==> src/include/emp_map.svh <==
`ifndef EMP_MAP_SVH
`define EMP_MAP_SVH
// Behaviour
// - Function-select bit clear: the pin works as a general-purpose port pin.
// - Function-select bit set: the pin carries its memory interface signal.
// - Memory function, direction clear: the pin drives address, select or strobe.
// - Memory function, direction set: only chip-select bit 4 takes wait input.
// - After reset every pin is a port pin in input mode.
// - High-address group: seven pins, bit n carries address line 16 plus n.
// - Chip-select group: bits 0, 3, 4 output chip selects 0, 3, 4.
// - Strobe group: bit 0 outputs write strobe, bit 4 read strobe.
// - Read-source bit 0 governs every pin of its group together.
// - Each 8-bit register but the read-only pin readback takes whole-byte writes on byte lane 0; a single-bit change is a read-modify-write.

// Register indices; the bus byte address is four times the index
`define EMP_IDX_AH_OUT  32'hffff_f002
`define EMP_IDX_CS_OUT  32'hffff_f008
`define EMP_IDX_CT_OUT  32'hffff_f00a
`define EMP_IDX_AH_DIR  32'hffff_f022
`define EMP_IDX_CS_DIR  32'hffff_f028
`define EMP_IDX_CT_DIR  32'hffff_f02a
`define EMP_IDX_AH_FSEL 32'hffff_f042
`define EMP_IDX_CS_FSEL 32'hffff_f048
`define EMP_IDX_CT_FSEL 32'hffff_f04a
`define EMP_IDX_AH_DS   32'hffff_f242
`define EMP_IDX_CS_DS   32'hffff_f248
`define EMP_IDX_CT_DS   32'hffff_f24a
`define EMP_IDX_AH_DSE  32'hffff_f262
`define EMP_IDX_CS_DSE  32'hffff_f268
`define EMP_IDX_CT_DSE  32'hffff_f26a
`define EMP_IDX_AH_ICC  32'hffff_f282
`define EMP_IDX_CS_ICC  32'hffff_f288
`define EMP_IDX_CT_ICC  32'hffff_f28a
`define EMP_IDX_AH_ILC  32'hffff_f2a2
`define EMP_IDX_CS_ILC  32'hffff_f2a8
`define EMP_IDX_CT_ILC  32'hffff_f2aa
`define EMP_IDX_AH_PRB  32'hffff_f2c2
`define EMP_IDX_CS_PRB  32'hffff_f2c8
`define EMP_IDX_CT_PRB  32'hffff_f2ca
`define EMP_IDX_AH_RDC  32'hffff_f2e2
`define EMP_IDX_CS_RDC  32'hffff_f2e8
`define EMP_IDX_CT_RDC  32'hffff_f2ea

`define EMP_NUM_GRP  3
`define EMP_NUM_KIND 9
`define EMP_NUM_PINS 12
`define EMP_G_AH 0
`define EMP_G_CS 1
`define EMP_G_CT 2
`define EMP_K_OUT  0
`define EMP_K_DIR  1
`define EMP_K_FSEL 2
`define EMP_K_DS   3
`define EMP_K_DSE  4
`define EMP_K_ICC  5
`define EMP_K_ILC  6
`define EMP_K_PRB  7
`define EMP_K_RDC  8

`define EMP_MASK_AH  8'h7f
`define EMP_MASK_CS  8'h19
`define EMP_MASK_CT  8'h11
`define EMP_MASK_ONE 8'h01
`define EMP_RST_ZERO 8'h00
`define EMP_RST_ONES 8'hff
`define EMP_RST_LVL  8'h01
`define EMP_READ_SRC_BIT 0
`define EMP_PAD_CFG_BIT  0
`define EMP_WAIT_PIN 9
`define EMP_PIN_GRP '{0, 0, 0, 0, 0, 0, 0, 1, 1, 1, 2, 2}
`define EMP_PIN_BIT '{0, 1, 2, 3, 4, 5, 6, 0, 3, 4, 0, 4}
`define EMP_RESP_OKAY   2'b00
`define EMP_RESP_SLVERR 2'b10
`define EMP_RDATA_PAD   24'h00_0000

`endif

==> src/include/emp_pkg.sv <==
package emp_pkg;
  typedef logic [7:0] emp_byte_t;
  typedef enum logic {EMP_CH_IDLE, EMP_CH_RESP} emp_chan_t;
endpackage

==> src/hw/emp_pin_groups.sv <==
// The implementer's own choice: the AXI4-Lite slave port.
`timescale 1ns/1ps
`default_nettype none
`include "emp_map.svh"

module emp_pin_groups
  import emp_pkg::*;
(
  input  wire logic        clk,
  input  wire logic        nrst,
  // AXI4-Lite slave
  input  wire logic [31:0] s_axi_awaddr,
  input  wire logic        s_axi_awvalid,
  output logic             s_axi_awready,
  input  wire logic [31:0] s_axi_wdata,
  input  wire logic [3:0]  s_axi_wstrb,
  input  wire logic        s_axi_wvalid,
  output logic             s_axi_wready,
  output logic [1:0]       s_axi_bresp,
  output logic             s_axi_bvalid,
  input  wire logic        s_axi_bready,
  input  wire logic [31:0] s_axi_araddr,
  input  wire logic        s_axi_arvalid,
  output logic             s_axi_arready,
  output logic [31:0]      s_axi_rdata,
  output logic [1:0]       s_axi_rresp,
  output logic             s_axi_rvalid,
  input  wire logic        s_axi_rready,
  // Pins: 0-6 high address, 7-9 chip selects, 10-11 strobes
  input  wire logic [11:0] pin_in,
  output logic [11:0]      pin_out,
  output logic [11:0]      pin_oe,
  // Memory interface side
  input  wire logic [6:0]  mem_addr_hi,
  input  wire logic        chip_select_zero,
  input  wire logic        chip_select_three,
  input  wire logic        chip_select_four,
  input  wire logic        mem_write_strobe,
  input  wire logic        mem_read_strobe,
  output logic             mem_wait_request,
  // Per-group pad settings, index 0 AH, 1 CS, 2 CT
  output logic [2:0]       grp_drive_strength,
  output logic [2:0]       grp_drive_enable,
  output logic [2:0]       grp_input_char,
  output logic [2:0]       grp_input_level
);

  localparam int NG = `EMP_NUM_GRP;
  localparam int NK = `EMP_NUM_KIND;
  localparam int NP = `EMP_NUM_PINS;
  localparam int PIN_GRP [NP] = `EMP_PIN_GRP;
  localparam int PIN_BIT [NP] = `EMP_PIN_BIT;

  localparam logic [31:0] IDX [NG][NK] = '{
    '{`EMP_IDX_AH_OUT, `EMP_IDX_AH_DIR, `EMP_IDX_AH_FSEL,
      `EMP_IDX_AH_DS, `EMP_IDX_AH_DSE, `EMP_IDX_AH_ICC,
      `EMP_IDX_AH_ILC, `EMP_IDX_AH_PRB, `EMP_IDX_AH_RDC},
    '{`EMP_IDX_CS_OUT, `EMP_IDX_CS_DIR, `EMP_IDX_CS_FSEL,
      `EMP_IDX_CS_DS, `EMP_IDX_CS_DSE, `EMP_IDX_CS_ICC,
      `EMP_IDX_CS_ILC, `EMP_IDX_CS_PRB, `EMP_IDX_CS_RDC},
    '{`EMP_IDX_CT_OUT, `EMP_IDX_CT_DIR, `EMP_IDX_CT_FSEL,
      `EMP_IDX_CT_DS, `EMP_IDX_CT_DSE, `EMP_IDX_CT_ICC,
      `EMP_IDX_CT_ILC, `EMP_IDX_CT_PRB, `EMP_IDX_CT_RDC}
  };

  // Bits that exist in a register of group g, kind k
  function automatic emp_byte_t reg_mask(input int g, input int k);
    emp_byte_t m;
    m = `EMP_MASK_ONE;
    if (k == `EMP_K_OUT || k == `EMP_K_DIR || k == `EMP_K_FSEL ||
        k == `EMP_K_PRB) begin
      if (g == `EMP_G_AH)
        m = `EMP_MASK_AH;
      else if (g == `EMP_G_CS)
        m = `EMP_MASK_CS;
      else
        m = `EMP_MASK_CT;
    end
    return m;
  endfunction

  function automatic emp_byte_t reg_reset(input int g, input int k);
    emp_byte_t v;
    v = `EMP_RST_ZERO;
    if (k == `EMP_K_DIR || k == `EMP_K_ICC)
      v = `EMP_RST_ONES;
    else if (k == `EMP_K_ILC)
      v = `EMP_RST_LVL;
    return v & reg_mask(g, k);
  endfunction

  emp_byte_t   cfg_q [NG][NK];
  emp_chan_t   wr_st_q;
  emp_chan_t   rd_st_q;
  logic [1:0]  bresp_q;
  logic [1:0]  rresp_q;
  logic [31:0] rdata_q;
  logic [NP-1:0] pin_out_q;
  logic [NP-1:0] pin_oe_q;
  logic        wait_q;
  logic [NP-1:0] mem_fn;
  emp_byte_t   grp_in [NG];
  emp_byte_t   grp_drv [NG];
  logic        wr_take;
  logic        rd_take;
  logic        wr_hit;
  logic        rd_hit;
  int          wr_g;
  int          wr_k;
  int          rd_g;
  int          rd_k;
  emp_byte_t   rd_val;

  // Memory function signals in pin order
  assign mem_fn = {mem_read_strobe, mem_write_strobe,
                   chip_select_four, chip_select_three,
                   chip_select_zero,
                   mem_addr_hi};

  // Write: address and data are taken together, one write in flight
  assign wr_take       = s_axi_awvalid & s_axi_wvalid &
                         (wr_st_q == EMP_CH_IDLE);
  assign s_axi_awready = wr_take;
  assign s_axi_wready  = wr_take;
  assign s_axi_bvalid  = (wr_st_q == EMP_CH_RESP);
  assign s_axi_bresp   = bresp_q;
  assign rd_take       = s_axi_arvalid & (rd_st_q == EMP_CH_IDLE);
  assign s_axi_arready = (rd_st_q == EMP_CH_IDLE);
  assign s_axi_rvalid  = (rd_st_q == EMP_CH_RESP);
  assign s_axi_rresp   = rresp_q;
  assign s_axi_rdata   = rdata_q;

  // Upper index bits fall off the 32-bit byte address
  always_comb begin
    wr_hit = 1'b0;
    wr_g   = 0;
    wr_k   = 0;
    rd_hit = 1'b0;
    rd_g   = 0;
    rd_k   = 0;
    for (int g = 0; g < NG; g++) begin
      for (int k = 0; k < NK; k++) begin
        if (s_axi_awaddr[31:2] == IDX[g][k][29:0]) begin
          wr_hit = 1'b1;
          wr_g   = g;
          wr_k   = k;
        end
        if (s_axi_araddr[31:2] == IDX[g][k][29:0]) begin
          rd_hit = 1'b1;
          rd_g   = g;
          rd_k   = k;
        end
      end
    end
  end

  // Gather pin levels and driven levels per group
  always_comb begin
    for (int g = 0; g < NG; g++) begin
      grp_in[g]  = `EMP_RST_ZERO;
      grp_drv[g] = `EMP_RST_ZERO;
    end
    for (int p = 0; p < NP; p++) begin
      grp_in[PIN_GRP[p]][PIN_BIT[p]]  = pin_in[p];
      grp_drv[PIN_GRP[p]][PIN_BIT[p]] = pin_out_q[p];
    end
  end

  // Readback source chosen once per group
  always_comb begin
    rd_val = cfg_q[rd_g][rd_k];
    if (rd_k == `EMP_K_PRB) begin
      if (cfg_q[rd_g][`EMP_K_RDC][`EMP_READ_SRC_BIT])
        rd_val = grp_drv[rd_g];
      else
        rd_val = grp_in[rd_g];
      rd_val = rd_val & reg_mask(rd_g, rd_k);
    end
    if (!rd_hit)
      rd_val = `EMP_RST_ZERO;
  end

  // Byte lane 0 carries the whole register; a single-bit change is a
  // read-modify-write of that byte
  always_ff @(posedge clk or negedge nrst) begin
    if (!nrst) begin
      for (int g = 0; g < NG; g++) begin
        for (int k = 0; k < NK; k++) begin
          cfg_q[g][k] <= reg_reset(g, k);
        end
      end
    end else if (wr_take && wr_hit && s_axi_wstrb[0] &&
                 wr_k != `EMP_K_PRB) begin
      cfg_q[wr_g][wr_k] <= s_axi_wdata[7:0] &
                           reg_mask(wr_g, wr_k);
    end
  end

  always_ff @(posedge clk or negedge nrst) begin
    if (!nrst) begin
      wr_st_q <= EMP_CH_IDLE;
      bresp_q <= `EMP_RESP_OKAY;
    end else begin
      unique case (wr_st_q)
        EMP_CH_IDLE: begin
          if (wr_take) begin
            wr_st_q <= EMP_CH_RESP;
            bresp_q <= wr_hit ? `EMP_RESP_OKAY : `EMP_RESP_SLVERR;
          end
        end
        EMP_CH_RESP: begin
          if (s_axi_bready)
            wr_st_q <= EMP_CH_IDLE;
        end
      endcase
    end
  end

  always_ff @(posedge clk or negedge nrst) begin
    if (!nrst) begin
      rd_st_q <= EMP_CH_IDLE;
      rresp_q <= `EMP_RESP_OKAY;
      rdata_q <= {`EMP_RDATA_PAD, `EMP_RST_ZERO};
    end else begin
      unique case (rd_st_q)
        EMP_CH_IDLE: begin
          if (rd_take) begin
            rd_st_q <= EMP_CH_RESP;
            rresp_q <= rd_hit ? `EMP_RESP_OKAY : `EMP_RESP_SLVERR;
            rdata_q <= {`EMP_RDATA_PAD, rd_val};
          end
        end
        EMP_CH_RESP: begin
          if (s_axi_rready)
            rd_st_q <= EMP_CH_IDLE;
        end
      endcase
    end
  end

  // Registered pads: one cycle of latency from memory signals to pins,
  // traded for glitch-free outputs
  for (genvar p = 0; p < NP; p++) begin : g_pin
    localparam int G = PIN_GRP[p];
    localparam int B = PIN_BIT[p];
    always_ff @(posedge clk or negedge nrst) begin
      if (!nrst) begin
        pin_out_q[p] <= 1'b0;
        pin_oe_q[p]  <= 1'b0;
      end else begin
        pin_oe_q[p] <= ~cfg_q[G][`EMP_K_DIR][B];
        if (cfg_q[G][`EMP_K_FSEL][B])
          pin_out_q[p] <= mem_fn[p];
        else
          pin_out_q[p] <= cfg_q[G][`EMP_K_OUT][B];
      end
    end
  end

  // Wait input exists only on chip-select bit 4 in memory input mode
  always_ff @(posedge clk or negedge nrst) begin
    if (!nrst)
      wait_q <= 1'b0;
    else
      wait_q <= cfg_q[`EMP_G_CS][`EMP_K_FSEL][PIN_BIT[`EMP_WAIT_PIN]] &
                cfg_q[`EMP_G_CS][`EMP_K_DIR][PIN_BIT[`EMP_WAIT_PIN]] &
                pin_in[`EMP_WAIT_PIN];
  end

  assign pin_out          = pin_out_q;
  assign pin_oe           = pin_oe_q;
  assign mem_wait_request = wait_q;

  for (genvar g = 0; g < NG; g++) begin : g_pad
    assign grp_drive_strength[g] = cfg_q[g][`EMP_K_DS][`EMP_PAD_CFG_BIT];
    assign grp_drive_enable[g]   = cfg_q[g][`EMP_K_DSE][`EMP_PAD_CFG_BIT];
    assign grp_input_char[g]     = cfg_q[g][`EMP_K_ICC][`EMP_PAD_CFG_BIT];
    assign grp_input_level[g]    = cfg_q[g][`EMP_K_ILC][`EMP_PAD_CFG_BIT];
  end
endmodule // emp_pin_groups
`default_nettype wire

==> config.mk <==
export PLATFORM = sky130hd
export DESIGN_NAME = emp_pin_groups
export DESIGN_NICKNAME = d
export VERILOG_FILES = /design/src/include/emp_pkg.sv /design/src/hw/emp_pin_groups.sv
export VERILOG_INCLUDE_DIRS = /design/src /design/src/include
export SDC_FILE = /design/constraint.sdc
export NUM_CORES = 1
export LEC_CHECK = 0
export ABC_AREA = 1
export BUFFER_PORTS_ARGS = -buffer_cell sky130_fd_sc_hd__buf_4
export CAP_MARGIN = 40
export CELL_PAD_IN_SITES_DETAIL_PLACEMENT = 0
export CELL_PAD_IN_SITES_GLOBAL_PLACEMENT = 1
export CORE_UTILIZATION = 44
export DETAILED_ROUTE_END_ITERATION = 8
export PLACE_DENSITY_LB_ADDON = 0.1
export SYNTH_ARGS = -nofsm -noshare
export SYNTH_HDL_FRONTEND = slang
export SYNTH_SLANG_ARGS = --single-unit
==> constraint.sdc <==
create_clock -name clk -period 2.8 [get_ports clk]
set_clock_uncertainty 0.15 [all_clocks]
set_input_delay 0.42 -clock clk [delete_from_list [all_inputs] [get_ports clk]]
set_output_delay 0.42 -clock clk [all_outputs]
set_load 0.02 [all_outputs]
==> results of run 1 <==
==> sequential cells by signal (all words and copies together), names as in the netlist <==
signal,cells
cfg_q,159
pin_oe,12
pin_out,12
s_axi_rdata,7
grp_drive_enable,3
grp_drive_strength,3
grp_input_char,3
grp_input_level,3
mem_wait_request,1
s_axi_bresp,1
s_axi_bvalid,1
s_axi_rresp,1
s_axi_rvalid,1
==> report_power, final <==
part | internal (mW) | switching, mW | total (mW)
clock | 1.66 | 1.22 | 2.88
combinational | 0.201 | 0.267 | 0.468
sequential | 3.00 | 0.00186 | 3.00
total | 4.86 | 1.49 | 6.35
==> cells in the final DEF (no fill, tap or decap), types with 2 or more instances in the layout <==
master	instances
sky130_fd_sc_hd__nand2_1	519
sky130_fd_sc_hd__buf_4	404
sky130_fd_sc_hd__inv_1	256
sky130_fd_sc_hd__dfrtp_1	189
sky130_fd_sc_hd__nor2_1	169
sky130_fd_sc_hd__nand3_1	146
sky130_fd_sc_hd__nand4_1	68
sky130_fd_sc_hd__o21ai_0	32
sky130_fd_sc_hd__nor2_2	27
sky130_fd_sc_hd__conb_1	27
sky130_fd_sc_hd__o221ai_1	25
sky130_fd_sc_hd__clkbuf_16	24
sky130_fd_sc_hd__inv_2	23
sky130_fd_sc_hd__buf_12	22
sky130_fd_sc_hd__nor3_1	20
sky130_fd_sc_hd__a21oi_1	20
sky130_fd_sc_hd__nand2_2	19
sky130_fd_sc_hd__or2_2	18
sky130_fd_sc_hd__dfstp_2	18
sky130_fd_sc_hd__o21ai_1	16
sky130_fd_sc_hd__o211ai_1	16
sky130_fd_sc_hd__clkbuf_1	15
sky130_fd_sc_hd__nor4_1	14
sky130_fd_sc_hd__nor2_4	12
sky130_fd_sc_hd__dlygate4sd3_1	10
sky130_fd_sc_hd__nor3_4	7
sky130_fd_sc_hd__nor3_2	5
sky130_fd_sc_hd__a22oi_1	5
sky130_fd_sc_hd__o22ai_1	5
sky130_fd_sc_hd__nand3_2	4
sky130_fd_sc_hd__nand4_2	4
sky130_fd_sc_hd__a21boi_1	4
sky130_fd_sc_hd__mux2_2	3
sky130_fd_sc_hd__o21ai_2	3
sky130_fd_sc_hd__clkbuf_8	3
sky130_fd_sc_hd__nand2_4	2
sky130_fd_sc_hd__clkinv_1	2
sky130_fd_sc_hd__a41oi_1	2
sky130_fd_sc_hd__clkinvlp_4	2
sky130_fd_sc_hd__buf_6	2
==> worst min-delay path by stage <==
stage                     slack [ns]                    endpoint                   from  depth (start not counted)
after floorplan                -0.03        cfg_q[0]$_DFFE_PN0P_                   nrst                          0
after global placement          0.22       cfg_q[83]$_DFFE_PN0P_  cfg_q[83]$_DFFE_PN0P_                          0
after detailed placement        0.22       cfg_q[83]$_DFFE_PN0P_  cfg_q[83]$_DFFE_PN0P_                          0
after CTS                      0.004  mem_wait_request$_DFF_PN0_              pin_in[9]                          3
after global routing            0.03  mem_wait_request$_DFF_PN0_              pin_in[9]                          3
final                          0.009  mem_wait_request$_DFF_PN0_              pin_in[9]                          3
==> repair_timing <==
item / in CTS / in global routing
hold buffers: 10 / 0
endpoints found under the setup margin: 0 / 101
gates resized for setup: 0 / 47
setup buffers: 0 / 4
endpoints found under the hold margin: 39 / 0
==> cell families after synthesis <==
family                 synth area share, %
multiplexers                         0.273
AO/OA/AOI/OAI                         7.35
AND/OR/NAND/NOR                       37.6
flip-flops                            42.1
other                               0.0303
buffers and inverters                 12.7
==> area by class of cell <==
type                       count  share of cell area [%]
multi-input combinational   1204                    34.5
sequential                   207                    30.8
timing repair buffer         439                    21.4
inverter                     283                    6.33
clock buffer                  41                    4.05
tap                          378                    2.80
clock inverter                 3                   0.178
==> per-layer routing <==
metal,vias up,global-route usage (%)
met5,-,0
met4,0,5.44
met3,46,3.57
met2,352,49.9
met1,6033,39.6
li1,6329,-
==> tightest hold or removal path: cells and delay by family <==
kind | cells | cell delay [ns]
and+or+nand+nor | 1 | 0.05
buffers and inverters | 2 | 0.17
==> per-stage QoR <==
step	TNS, ns	power (mW)
6_report	0	6.35
3_3_place_gp	-25.53	3.50
5_1_grt	-0.0882	6.57
4_1_cts	0	6.39
2_1_floorplan	0	3.22
3_5_place_dp	-34.34	3.50
==> impl_metrics.ini, run 1 <==
[sta]
hold_slack_ns = 0.00885
period_needed_ns = 2.62
slew_violations = 0
setup_slack_ns = 0.184
fmax_mhz = 382
final-setup-viol-count = 0
final_critical_path_share_of_the_clock_period_pct = 93.4
hold_fails_final_rpt = 0

[synthesis]
synthesis.instances = 1751
postSynthRegisterBits = 207
post_synth_main_area_contributors = sky130_fd_sc_hd__dfrtp_1, sky130_fd_sc_hd__nand2_1, sky130_fd_sc_hd__inv_1, sky130_fd_sc_hd__nand3_1, sky130_fd_sc_hd__nor2_1
synth_cell_type_count = 45
synth-warning-count = 0
synth.avg_cell_area_um2 = 7.06
yosys_most_used_dff = sky130_fd_sc_hd__dfrtp_1
synth_enable_flop_cells = 0
ys_async_sr_fraction_pct = 100
post-synth-top-count-cell = sky130_fd_sc_hd__nand2_1
netlist.area_leader.share_pct = 38.2
synth.top_cells.by_count = sky130_fd_sc_hd__nand2_1, sky130_fd_sc_hd__inv_1, sky130_fd_sc_hd__dfrtp_1
syn_area_mm2 = 0.0124
yosysSeqAreaShare_pct = 42.1
netlist.top_cell.by_area = sky130_fd_sc_hd__dfrtp_1

[global_route]
grt_antenna_before_repair = 0
largest_net_degree_at_the_start_of_global_routing = 81
grt_pass1_wl_um = 65600
first_global_vias = 12400
grt_util_all_layers_pct = 29.1
globalRouteOverflowTotal = 0

[cells_and_area]
area.growth.synth_to_final_pct = 36.6
layout.area.seq_mm2 = 0.00520
nNetsFinal = 2290
post_layout_nonfiller_instances = 2555
fraction_of_layout_instances_using_a_drive_strength_above_1_pct = 28.1
n_fill_cell = 2688
multiInputGateArea_mm2 = 0.00583
final_util_pct = 61.0
final_cell_area_mm2 = 0.0169
diodes = 0

[floorplan]
starting_density_pct = 44.6
die-area_mm2 = 0.0288
ioPinCount = 209
die_h_um = 170
coreArea_mm2 = 0.0277
fp.dieW_um = 170
count_of_standard_cell_rows = 61

[setup_path]
timing.setup.critical_path_class = input pin to register
buffers_and_inverters_on_the_worst_path = 6
critical_path_endpoint = s_axi_rdata[0]$_DFFE_PN0P_
cp.required_ns = 3.04
worst-path-stages = 21
critical-path-slowest-cell = sky130_fd_sc_hd__o211ai_1
worst_r2r_startpoint = s_axi_bvalid$_DFF_PN0_
critical-path-top-cell-by-count = sky130_fd_sc_hd__nand2_1
critical_path.startpoint_type = input pin
reg2reg_depth = 11
critical_path.endpoint_type = register
critical_path.cell_chain = buf_4 > inv_1 > nand2_1 > nor2_1 > nand2_2 > clkinvlp_4 > buf_4 > buf_4 > nand4_1 > o21ai_2 > nor2_1 > nand3_2 > clkinvlp_4 > o211ai_1 > nand3_1 > nand2_1 > nand2_1 > nand2_2 > nand2_1 > nand3_1 > nand2_1
timing.critical_path.arrival_ns = 2.86
critical_path_peak_fanout = 8
critPathLaunch = s_axi_araddr[4]
rrSetupSlack_ns = 0.87
critPathTopFamily = simple AND/OR/NAND/NOR gates
r2r_end = cfg_q[189]$_DFFE_PN0P_
crit_path_max_incr_delay_ns = 0.27

[job]
max_cap_viol_count = 0

[outcome]
status = complete, but fails checks
violations = DRC

[placed_design]
globalplace.congestion = 0.916
dp_slack_ns = -0.384
dp_cells = 2496
io_buffers = 149
placement.cell_area_mm2 = 0.0159
dp.final_hpwl_um = 31200

[cts]
clk-insertion-delay-late_ns = 0.52
cts.sinks = 207
ctsRootBufferMaster = sky130_fd_sc_hd__clkbuf_16
clk_path_buf_depth = 3
number_of_buffers_added_by_the_clock_tree_synthesis_step = 24
cts_tree = built
cts_htree_levels = 1
clkTransAtPathRegs_ns = 0.06

[detailed_routing]
routed_via_density = 4.99
drc_errors = 2
topRoutingLayerUsed = met4
routed-via-count = 12800
drt-wirelength-per-cell_um = 16.0
met2_wirelength_um = 19500
postRouteWirelength_um = 40900
route.layer.met1.wl_um = 18600
detail-route-antenna-nets = 0
routed-wl-met3_um = 2120
drtIter0Drc = 892
detail_route.first_pass.iterations = 9

[hold_path]
hold_path.class = input pin to register

[power]
power.density_mw_per_mm2 = 376
vdd.ir_drop.worst_mv = 0.609
leakage_nw = 9.28
No activity file was read; power rests on OpenSTA's default activity.
==> inputs of run 2 (changes only) <==
- CORE_MARGIN: not set -> 2
==> run 2 against run 1 <==
  * The flow now finishes without violations
  * Sequential share of layout area decreased by 0.13 points
  * Cell area grew 0.43%
  * Final cell count up 0.31%
  * Flip-flop and latch count is the same
  * Critical path depth fell by 1
  * Fmax is 0.85% higher
  * Largest cell class unchanged
==> impl_metrics.ini, run 2 (synthesized netlist as in run 1, its figures left out) <==
[outcome]
status = completed

[cells_and_area]
flip_flop_count_of_the_largest_register_all_copies_and_words_added = 159
area.growth.synth_to_final_pct = 37.2
fraction_of_layout_instances_using_a_drive_strength_above_1_pct = 27.6
final_cell_area_mm2 = 0.0170
n_fill_cell = 2633
reg_with_most_ffs = cfg_q
layout_commonest_cell = sky130_fd_sc_hd__nand2_1
most_used_cells_in_the_layout_excluding_fill_and_tap_cells = sky130_fd_sc_hd__nand2_1, sky130_fd_sc_hd__buf_4, sky130_fd_sc_hd__inv_1, sky130_fd_sc_hd__dfrtp_1, sky130_fd_sc_hd__nor2_1
nNetsFinal = 2298
post_layout_nonfiller_instances = 2563
diodes = 0
final_util_pct = 61.3

[power]
clockPowerShare_pct = 49.3
switching_share_pct = 22.5
vdd.ir_drop.worst_mv = 0.411
power.density_mw_per_mm2 = 402
total_switching_power_mw = 1.53
leakage_nw = 9.37
seq_power_share_pct = 44.0
internal_power_mw = 5.29
combPwrFrac_pct = 6.7

[sta]
slew_violations = 0
fin_setup_tns_ns = 0
period_needed_ns = 2.59
final_critical_path_share_of_the_clock_period_pct = 92.6
fmax_mhz = 385
rel_slew_slack_pct = 59.8
hold_fails_final_rpt = 0
final-setup-viol-count = 0
rsz0062_at_grt = no
tightest_slew_ns = 0.597

[floorplan]
die-area_mm2 = 0.0295
ioPinCount = 209
starting_density_pct = 44.6
coreArea_mm2 = 0.0277
die_h_um = 172
fp.dieW_um = 172
count_of_standard_cell_rows = 61

[detailed_routing]
detail_route.first_pass.iterations = 8
drtIter0Drc = 920
drt-wirelength-per-cell_um = 16.0
routed-via-count = 12800
postRouteWirelength_um = 40900
detail-route-antenna-nets = 0
routed_via_density = 5.00
drc_errors = 0

[setup_path]
critical-path-slowest-cell = sky130_fd_sc_hd__o211ai_1
buffers_and_inverters_on_the_worst_path = 4
critical_path_peak_fanout = 7
critical_path.cell_chain = buf_4 > inv_1 > nand2_1 > nor2_2 > nand2_2 > buf_4 > nor2_1 > nand4_1 > nand2_1 > nor2_1 > nand3_2 > clkinvlp_4 > o211ai_1 > nand3_1 > nand2_1 > nand2_1 > nand2_1 > nand2_1 > nand3_1 > nand2_1
critical-path-top-cell-by-count = sky130_fd_sc_hd__nand2_1
critPathTopFamily = simple AND/OR/NAND/NOR gates
timing.critical_path.arrival_ns = 2.84
rrSetupSlack_ns = 0.69
reg2reg_depth = 12
critical_path.endpoint_type = register
timing.setup.critical_path_class = input pin to register
cp.required_ns = 3.05
critical_path.startpoint_type = input pin
worst-path-stages = 20
crit_path_max_incr_delay_ns = 0.29

[cts]
cts.sinks = 207
clk-insertion-delay-late_ns = 0.53
ctsRootBufferMaster = sky130_fd_sc_hd__clkbuf_16
number_of_buffers_added_by_the_clock_tree_synthesis_step = 24
cts_htree_levels = 1
clkTransAtPathRegs_ns = 0.06
clk_path_buf_depth = 3
cts_tree = built

[global_route]
globalRouteOverflowTotal = 0
grt_antenna_before_repair = 1
grt_pass1_wl_um = 64900
largest_net_degree_at_the_start_of_global_routing = 68
grt_util_all_layers_pct = 28.1
first_global_vias = 12400

[hold_path]
worstHoldPathCells = 2
hold_path.class = input pin to register

[placed_design]
dp.final_hpwl_um = 31000
dp_cells = 2505
globalplace.congestion = 0.900
io_buffers = 149
placement.cell_area_mm2 = 0.0159

[job]
max_cap_viol_count = 0
-- run 2: cell types whose count changed in the layout (fill, tap and decap cells not counted), sizes merged --
cell	delta
clkinv	+2
buf	+9
nand2	-1
clkbuf	-5
clkinvlp	-1
bufinv	+4
-- run 2: path summary, 6_finish.rpt --
kind,to,startpoint
max,s_axi_rdata[6]$_DFFE_PN0P_,s_axi_araddr[10]
min,pin_out[3]$_DFF_PN0_,mem_addr_hi[3]
max reg2reg,cfg_q[211]$_DFFE_PN0P_,s_axi_bvalid$_DFF_PN0_
min reg2reg,cfg_q[11]$_DFFE_PN0P_,cfg_q[11]$_DFFE_PN0P_
max in group asynchronous,cfg_q[200]$_DFFE_PN1P_,nrst
min in group asynchronous,s_axi_rresp[1]$_DFFE_PN0P_,nrst
-- run 2: timing repair --
action | 4_1_cts | 5_1_grt
hold buffers | 10 | 0
buffers inserted | 0 | 4
endpoints found under the hold margin | 62 | 0
setup endpoints to repair | 0 | 10
resized for setup | 0 | 18
-- run 2: metal layers --
layer | global-route usage, % | share of wire, %
met3 | 3.36 | 5.3
met4 | 6.85 | 2.5
met2 | 48.4 | 48
met1 | 37.8 | 44
met5 | 0 | 0
-- run 2: area by class of cell --
| cell class | instances | area [um2] | share of cell area, % |
|---|---|---|---|
| Inverter | 283 | 1070 | 6.28 |
| Clock inverter | 8 | 158 | 0.929 |
| Tap cell | 378 | 473 | 2.79 |
| Timing Repair Buffer | 448 | 3620 | 21.3 |
| Multi-Input combinational cell | 1203 | 5760 | 33.9 |
| Clock buffer | 36 | 696 | 4.10 |
| Sequential cell | 207 | 5200 | 30.7 |
-- run 2: power by group through the flow --
stage	Combinational (mW)	Clock, mW	Sequential, mW
floorplan	0.167	0	3.06
global placement	0.445	0	3.05
detailed placement	0.449	0	3.05
CTS	0.462	3.41	3.00
global route	0.506	3.53	3.00
finish	0.460	3.36	3.00
-- run 2: metrics by stage --
stage / hold WS, ns / worst slack [ns] / power [mW]
after detailed placement: 0.216 / -0.372 / 3.50
final: 0.0109 / 0.206 / 6.82
after global placement: 0.216 / -0.363 / 3.50
after global routing: 0.00607 / 0.00958 / 7.03
after CTS: 0.00128 / 0.176 / 6.87
after floorplan: -0.0256 / 0.192 / 3.22
